===== config.mk =====
export PLATFORM = sky130hd
export DESIGN_NAME = mult_acc_unit
export DESIGN_NICKNAME = d
export VERILOG_FILES = /design/src/core/mac_pkg.sv /design/src/core/mult_acc_unit.sv
export SDC_FILE = /design/constraint.sdc
export NUM_CORES = 1
export LEC_CHECK = 0
export ABC_AREA = 1
export BUFFER_PORTS_ARGS = -buffer_cell sky130_fd_sc_hd__buf_2
export CAP_MARGIN = 5
export CORE_ASPECT_RATIO = 1.4
export CORE_UTILIZATION = 42
export CTS_CLUSTER_DIAMETER = 150
export CTS_CLUSTER_SIZE = 14
export DETAILED_ROUTE_END_ITERATION = 10
export PLACE_DENSITY = 0.58
export SETUP_SLACK_MARGIN = 0.05
export SYNTH_ARGS = -nofsm -noshare
export SYNTH_HDL_FRONTEND = slang
export SYNTH_SLANG_ARGS = --single-unit

===== constraint.sdc =====
create_clock -name mclk -period 9.14 [get_ports mclk]
set_clock_uncertainty 0.2 [all_clocks]
set_input_delay 1.828 -clock mclk [delete_from_list [all_inputs] [get_ports mclk]]
set_output_delay 1.828 -clock mclk [all_outputs]
set_load 0.01 [all_outputs]

===== src/core/mac_pkg.sv =====
// package for the multiply accumulate engine: widths, op codes, state layout
// assumes a single core clock and a synchronous active-high reset
package mac_pkg;

    localparam int OPW       = 16;
    localparam int ACCW      = 40;
    localparam int PRODW     = 32;
    // fractional operands are Q15: product shifted left one place
    localparam int FRAC_SHIFT = 1;
    // rounding point of the Q15 result inside the accumulator
    localparam int RND_LSB   = 16;
    localparam logic [ACCW-1:0] ACC_RESET = 40'h00_0000_0000;
    localparam logic [OPW-1:0]  RND_RESET = 16'h0000;

    // command codes presented on the request port
    typedef enum logic [2:0] {
        CMD_NOP   = 3'h0,
        CMD_MUL   = 3'h1,
        CMD_MAC   = 3'h2,
        CMD_SHL   = 3'h3,
        CMD_SHR   = 3'h4,
        CMD_CLR   = 3'h5
    } cmd_t;

    typedef struct packed {
        logic              valid;
        cmd_t              cmd;
        logic              frac;
        logic [OPW-1:0]    op_a;
        logic [OPW-1:0]    op_b;
    } req_t;

    typedef struct packed {
        logic              acc_done;
        logic              rnd_done;
        logic [ACCW-1:0]   acc;
        logic [OPW-1:0]    rnd;
    } res_t;

    // whole engine state in one record
    typedef struct packed {
        logic              s1_valid;
        logic              s1_acc_mode;
        logic [ACCW-1:0]   s1_prod;
        logic              s2_valid;
        logic [ACCW-1:0]   acc;
        logic              acc_done;
        logic              rnd_done;
        logic [OPW-1:0]    rnd;
    } state_t;

endpackage


===== src/core/mult_acc_unit.sv =====
// multiply accumulate engine: signed 16x16 multiply, 40-bit accumulator, rounding, shifter
// assumes requests arrive synchronous to mclk; one request may be issued per cycle
// assumes shifts and clears come at least one idle cycle after a multiply; one that
// meets the add stage is dropped
// the rounded result follows multiplies only; a shift leaves it as it was
//
// Contract
// - signed 16x16 multiply, full precision product
// - integer/fractional, mul/mac, done in two cycles
// - rounded 16-bit fractional result in third cycle
// - one-bit accumulator shift in one cycle
module mult_acc_unit (
    input  wire logic          mclk,
    input  wire logic          srst,
    input  wire mac_pkg::req_t req,
    output mac_pkg::res_t      res
);

    mac_pkg::state_t cur_ff;
    mac_pkg::state_t nxt_cur;

    // ****************************************
    // arithmetic helpers
    // ****************************************
    // multiply and accumulate share the multiplier and the two-stage path
    function automatic logic is_arith(
        input mac_pkg::cmd_t cmd
    );
        return (cmd == mac_pkg::CMD_MUL) || (cmd == mac_pkg::CMD_MAC);
    endfunction

    function automatic logic [mac_pkg::ACCW-1:0] product(
        input logic [mac_pkg::OPW-1:0] a,
        input logic [mac_pkg::OPW-1:0] b,
        input logic                    frac
    );
        logic signed [mac_pkg::PRODW-1:0] p;
        logic signed [mac_pkg::ACCW-1:0]  w;
        p = $signed(a) * $signed(b);
        w = mac_pkg::ACCW'(p);
        // q15 times q15 is q30; one more place aligns the sign with bit 31
        if (frac) begin
            w = w <<< mac_pkg::FRAC_SHIFT;
        end
        return w;
    endfunction

    // round half up on the Q15 field of the accumulator; no saturation, so a value
    // beyond the Q15 range wraps in the rounded result
    function automatic logic [mac_pkg::OPW-1:0] round_q15(
        input logic [mac_pkg::ACCW-1:0] acc
    );
        logic [mac_pkg::ACCW-1:0] t;
        t = acc + (mac_pkg::ACCW'(1) << (mac_pkg::RND_LSB - 1));
        return t[mac_pkg::RND_LSB +: mac_pkg::OPW];
    endfunction

    // ****************************************
    // next state
    // ****************************************
    // timing, counted from the edge that takes a request:
    //   mul/mac: that edge registers the product, the next one updates the accumulator
    //            and raises acc_done, the one after that registers the rounded result
    //   shl/shr/clr: the taking edge updates the accumulator and raises acc_done
    // the product is formed every cycle and only s1_valid qualifies it; gating the
    // operands would cost a mux on the slowest path for no gain
    always_comb begin
        nxt_cur          = cur_ff;
        // done flags are pulses: cleared here, set below by the stage that finishes
        nxt_cur.acc_done = 1'b0;
        nxt_cur.rnd_done = 1'b0;
        // stage 1: multiply
        nxt_cur.s1_valid    = req.valid && is_arith(req.cmd);
        nxt_cur.s1_acc_mode = (req.cmd == mac_pkg::CMD_MAC);
        nxt_cur.s1_prod     = product(req.op_a, req.op_b, req.frac);
        // stage 2: add or load into accumulator
        // the adder owns the accumulator in this cycle, so a shift or clear taken now
        // is dropped rather than queued: no buffer and no stall
        if (cur_ff.s1_valid) begin
            if (cur_ff.s1_acc_mode) begin
                nxt_cur.acc = cur_ff.acc + cur_ff.s1_prod;
            end else begin
                nxt_cur.acc = cur_ff.s1_prod;
            end
            nxt_cur.acc_done = 1'b1;
        end else if (req.valid) begin
            // shifts and clear act on the settled accumulator in one cycle
            unique case (req.cmd)
                mac_pkg::CMD_SHL: begin
                    nxt_cur.acc      = {cur_ff.acc[mac_pkg::ACCW-2:0], 1'b0};
                    nxt_cur.acc_done = 1'b1;
                end
                mac_pkg::CMD_SHR: begin
                    nxt_cur.acc = {cur_ff.acc[mac_pkg::ACCW-1],
                                   cur_ff.acc[mac_pkg::ACCW-1:1]};
                    nxt_cur.acc_done = 1'b1;
                end
                mac_pkg::CMD_CLR: begin
                    nxt_cur.acc      = mac_pkg::ACC_RESET;
                    nxt_cur.acc_done = 1'b1;
                end
                default: begin
                end
            endcase
        end
        // stage 3: rounding follows a multiply result by one cycle
        // shifts do not re-round, which keeps the rounder off the shifter's path
        nxt_cur.s2_valid = cur_ff.s1_valid;
        if (cur_ff.s2_valid) begin
            nxt_cur.rnd      = round_q15(cur_ff.acc);
            nxt_cur.rnd_done = 1'b1;
        end
    end

    // ****************************************
    // state register
    // ****************************************
    always_ff @(posedge mclk) begin
        // the whole record resets so no field carries an unknown into the first add
        if (srst) begin
            cur_ff <= '{s1_valid: 1'b0, s1_acc_mode: 1'b0, s1_prod: mac_pkg::ACC_RESET,
                        s2_valid: 1'b0, acc: mac_pkg::ACC_RESET, acc_done: 1'b0,
                        rnd_done: 1'b0, rnd: mac_pkg::RND_RESET};
        end else begin
            cur_ff <= nxt_cur;
        end
    end

    // ****************************************
    // outputs
    // ****************************************
    // every output is a field of the state register
    assign res = '{acc_done: cur_ff.acc_done, rnd_done: cur_ff.rnd_done,
                   acc: cur_ff.acc, rnd: cur_ff.rnd};

    // ****************************************
    // checks
    // ****************************************
    // the checks watch the outputs where they can, so that a broken register path shows,
    // and use the stage flags to time the add, load and hold checks and to tell a dropped command from a taken one
    a_mul_two_cycles: assert property (@(posedge mclk) disable iff (srst)
        req.valid && req.cmd == mac_pkg::CMD_MUL |-> ##2 res.acc_done &&
        res.acc == product($past(req.op_a, 2), $past(req.op_b, 2), $past(req.frac, 2)))
        else $error("multiply result not loaded two cycles later");

    a_mac_adds_prod: assert property (@(posedge mclk) disable iff (srst)
        cur_ff.s1_valid && cur_ff.s1_acc_mode |=>
        res.acc == $past(cur_ff.acc) + $past(cur_ff.s1_prod))
        else $error("accumulate did not add product");

    a_int_product: assert property (@(posedge mclk) disable iff (srst)
        req.valid && req.cmd == mac_pkg::CMD_MUL && !req.frac |=>
        $signed(cur_ff.s1_prod) == $signed($past(req.op_a)) * $signed($past(req.op_b)))
        else $error("integer product wrong");

    a_round_third: assert property (@(posedge mclk) disable iff (srst)
        req.valid && is_arith(req.cmd)
        |-> ##2 res.acc_done ##1 res.rnd_done && res.rnd == round_q15($past(res.acc)))
        else $error("rounded result missing in third cycle");

    a_shift_left: assert property (@(posedge mclk) disable iff (srst)
        req.valid && req.cmd == mac_pkg::CMD_SHL && !cur_ff.s1_valid |=>
        res.acc_done && res.acc == {$past(cur_ff.acc[mac_pkg::ACCW-2:0]), 1'b0})
        else $error("left shift wrong");

    a_shift_sign: assert property (@(posedge mclk) disable iff (srst)
        req.valid && req.cmd == mac_pkg::CMD_SHR && !cur_ff.s1_valid |=>
        res.acc[mac_pkg::ACCW-1] == res.acc[mac_pkg::ACCW-2] &&
        res.acc[mac_pkg::ACCW-2:0] == $past(cur_ff.acc[mac_pkg::ACCW-1:1]))
        else $error("right shift lost sign");

    a_no_rnd_idle: assert property (@(posedge mclk) disable iff (srst)
        res.rnd_done |-> $past(res.acc_done))
        else $error("rounding done without multiply");

    a_acc_hold: assert property (@(posedge mclk) disable iff (srst)
        !req.valid && !cur_ff.s1_valid |=> $stable(res.acc))
        else $error("accumulator changed while idle");

    a_mac_two_cycles: assert property (@(posedge mclk) disable iff (srst)
        req.valid && req.cmd == mac_pkg::CMD_MAC |-> ##2 res.acc_done &&
        res.acc == $past(res.acc) + product($past(req.op_a, 2), $past(req.op_b, 2),
                                            $past(req.frac, 2)))
        else $error("accumulate result not ready two cycles later");

    a_frac_product: assert property (@(posedge mclk) disable iff (srst)
        req.valid && is_arith(req.cmd) && req.frac |=>
        $signed(cur_ff.s1_prod) ==
            (($signed($past(req.op_a)) * $signed($past(req.op_b))) <<< mac_pkg::FRAC_SHIFT))
        else $error("fractional product not aligned");

    a_mul_loads: assert property (@(posedge mclk) disable iff (srst)
        cur_ff.s1_valid && !cur_ff.s1_acc_mode |=> res.acc == $past(cur_ff.s1_prod))
        else $error("multiply did not load product");

    a_shr_done: assert property (@(posedge mclk) disable iff (srst)
        req.valid && req.cmd == mac_pkg::CMD_SHR && !cur_ff.s1_valid |=> res.acc_done)
        else $error("right shift took more than one cycle");

    a_shl_zero_in: assert property (@(posedge mclk) disable iff (srst)
        req.valid && req.cmd == mac_pkg::CMD_SHL && !cur_ff.s1_valid |=> !res.acc[0])
        else $error("left shift did not fill zero");

    a_clear_zero: assert property (@(posedge mclk) disable iff (srst)
        req.valid && req.cmd == mac_pkg::CMD_CLR && !cur_ff.s1_valid |=>
        res.acc_done && res.acc == mac_pkg::ACC_RESET)
        else $error("clear did not empty accumulator");

    a_nop_quiet: assert property (@(posedge mclk) disable iff (srst)
        (!req.valid || req.cmd == mac_pkg::CMD_NOP) && !cur_ff.s1_valid |=> !res.acc_done)
        else $error("accumulator done on an idle cycle");

    a_done_cause: assert property (@(posedge mclk) disable iff (srst)
        res.acc_done |-> $past(cur_ff.s1_valid) || ($past(req.valid) &&
        !is_arith($past(req.cmd)) && $past(req.cmd) != mac_pkg::CMD_NOP))
        else $error("accumulator done without a command");

    a_rnd_hold: assert property (@(posedge mclk) disable iff (srst)
        !cur_ff.s2_valid |=> $stable(res.rnd))
        else $error("rounded result changed without a multiply");

    a_rnd_value: assert property (@(posedge mclk) disable iff (srst)
        res.rnd_done |-> res.rnd == round_q15($past(res.acc)))
        else $error("rounded result does not match accumulator");

endmodule


==> flow_metrics.tcl <==
set metrics [dict create \
    cts_num_sinks 94 \
    postCtsSetupRepairBufs 0 \
    synthFlopType "dfxtp_1" \
    ant_nets 0 \
    required_ns 9.21 \
    syn_inst 2636 \
    yosysWarningCount 0 \
    grt_overflow_total 0 \
    fin_crit_ns 7.74 \
    pin_count 97 \
    grt_max_degree 59 \
    clock_path_buffers 2 \
    status "finished, final reports clean" \
    path_clk_slew_ns 0.07 \
    synthTopCellsByCount "inv_1, nand2_1, fa_1, nor2_1, o21ai_0" \
    ys_ff_latch 94 \
    dp_cells 3128 \
    path_class "primary input to flop" \
    first_pass_iters 6 \
    ys_types 40 \
    setup_violations 0 \
    diodes 0 \
    cts_hold_buf 0 \
    die_h_um 248 \
    via_per_inst 5.06 \
    crit_chain "buf_2 -> nand2_1 -> inv_1 -> fa_1 -> fa_1 -> fa_1 -> fa_1 -> fa_1 -> inv_1 -> fa_1 -> inv_1 -> ha_1 -> nand2_1 -> nor4_1 -> nand3_1 -> nand2_1 -> nand2_1 -> nand3_1 -> nand2_1" \
    antenna_found_initial 0 \
    worstReg2RegEnd "res[42]$_SDFFE_PP0P_" \
    final_cell_count_no_fill 3144 \
    worstMarginPinSlew_ns 1.04 \
    worst_hold_slack_ns 0.288 \
    min_path_type "flop to flop" \
    wirelength_um 53400 \
    avgSynthCellArea_um2 6.90 \
    critical_path_arrival_ns 7.81 \
    hold_violations 0 \
    cap_viol_max_count 0 \
    num_vias 15900 \
    syn2layout_area_growth_pct 4.00 \
    worst_path_largest_cell_delay_ns 0.88 \
    cp_top_family "adder cells" \
    cts_tree "built" \
    synth_async_sr_flop_share_pct 0 \
    cpMostUsedCell "fa_1" \
    setup-tns-final_ns 0 \
    die_w_um 178 \
    r2r_cells 15 \
    grt.total_usage_pct 25.2 \
    root_buffer "clkbuf_16" \
    seq_area_um2 1880 \
    drive_gt1_share_pct 5.85 \
    crit_path_end_kind "flop" \
    grt_pass1_vias 16700 \
    setup.worst_path.start_class "primary input" \
    crit_slowest_cell "fa_1" \
    rrSetupSlack_ns 5.96 \
    start_util_pct 42.9 \
    fmax_ghz 0.129 \
    synth_edf_count 0 \
    port_buffers 96 \
    min_period_over_period_pct 84.7 \
    slew_violations 0 \
    whs_path_depth 2 \
    syn-cell-area_um2 18200 \
    rows 89 \
    grt_pass1_wl_um 86100 \
    synth.top_cell.area_share_pct 28.9 \
    htreeDepth 3 \
    cts_resized 0 \
    wire_per_inst_um 17.0 \
    drt-initial-drc-count 773 \
    synth_fp_nets 3060 \
    gp_congestion 0.978 \
    min_from "res[13]$_SDFFE_PP0P_" \
    rsz0062_at_grt "false" \
    synth.area.top_cells "fa_1, inv_1, nand2_1" \
    core_um2 42400 \
    r2r-start "cur_ff[59]$_SDFF_PP0_" \
    path_max_fanout 16 \
    drc 0 \
    yosysTopAreaCell "fa_1" \
    cts_inserted_buffers 9 \
    ys_seq_area_share_pct 10.3 \
    place_hpwl_um 45000 \
    fillers 4482 \
    slew_headroom_pct 30.5 \
    insertion_delay_ns 0.37 \
    die_area_um2 44200 \
    nets 3017 \
    multi_input_comb_area_um2 13200 \
    worst-path-buf-inv 4 \
    hold_end "res[13]$_SDFFE_PP0P_" \
]
## worst reg2reg max path: stages (launching register included)
cell and delay [ns]:
dfxtp_1 0.41, ha_1 0.27, inv_1 0.07, fa_1 0.40
inv_1 0.16, nand3_1 0.09, nand2_1 0.24, nand2_1 0.09
nand2_1 0.24, nand2_1 0.08, nand2_1 0.16, nand3_1 0.10
nand3b_1 0.20, nor2_1 0.06, o21ai_0 0.20, a21oi_1 0.08
## state kept, by name (all words and copies together) (netlist names)
register  flops
res          58
cur_ff       36
## per-stage QoR
stage	instance area, um^2	utilization [%]	worst slack (ns)
detailed placement	18600	43.8	1.04
global placement	18600	43.8	1.12
finish	18900	44.6	1.40
floorplan	18200	-	1.66
global route	18900	44.6	1.17
CTS	18900	44.6	1.45
## final cells by class
cell class	instances	area share (%)
multi-input combinational	1766	69.6
inverter	618	12.3
clock inverter	6	0.483
sequential	94	9.95
clock buffer	10	1.26
tap	546	3.61
timing repair buffer	104	2.86
## how the worst max path moves through the flow
| stage | start | to | slack (ns) | cells after the start |
|---|---|---|---|---|
| 2_1_floorplan | req[5] | cur_ff[87]$_SDFF_PP0_ | 1.66 | 23 |
| 3_3_place_gp | req[31] | cur_ff[87]$_SDFF_PP0_ | 1.12 | 19 |
| 3_5_place_dp | req[1] | cur_ff[88]$_SDFF_PP0_ | 1.04 | 19 |
| 4_1_cts | req[1] | cur_ff[88]$_SDFF_PP0_ | 1.45 | 19 |
| 5_1_grt | req[31] | cur_ff[88]$_SDFF_PP0_ | 1.17 | 19 |
| 6_report | req[1] | cur_ff[88]$_SDFF_PP0_ | 1.40 | 19 |
## layer usage
layer	GRT usage [%]	vias up	share of wire, %
met5	0	-	0
met4	11.7	0	4.4
met3	2.17	117	2.9
met2	48.3	381	53
met1	27.6	7586	40
li1	-	7814	-
## placed cells by master (no fill, tap or decap), types with 93 or more instances in the layout
cell / n
nor2_1: 205
buf_2: 96
ha_1: 122
inv_1: 617
dfxtp_1: 93
fa_1: 263
nand3_1: 96
nand2_1: 617
o21ai_0: 141
a21oi_1: 108
## cells by family (layout without fill, tap and decap cells)
kind of cell,after synthesis,count (layout),synth area share [%]
adder cells (fa/ha/maj),385,385,37.3
flip-flops,94,94,10.3
XOR/XNOR,50,50,2.41
AND/OR/NAND/NOR,990,990,22.2
buffers and inverters,776,738,17.3
AO/OA/AOI/OAI,341,341,10.4
Power is left out: the tool's default activity adds up to more than one toggle a clock period on the data nets, which glitch-free logic cannot reach.
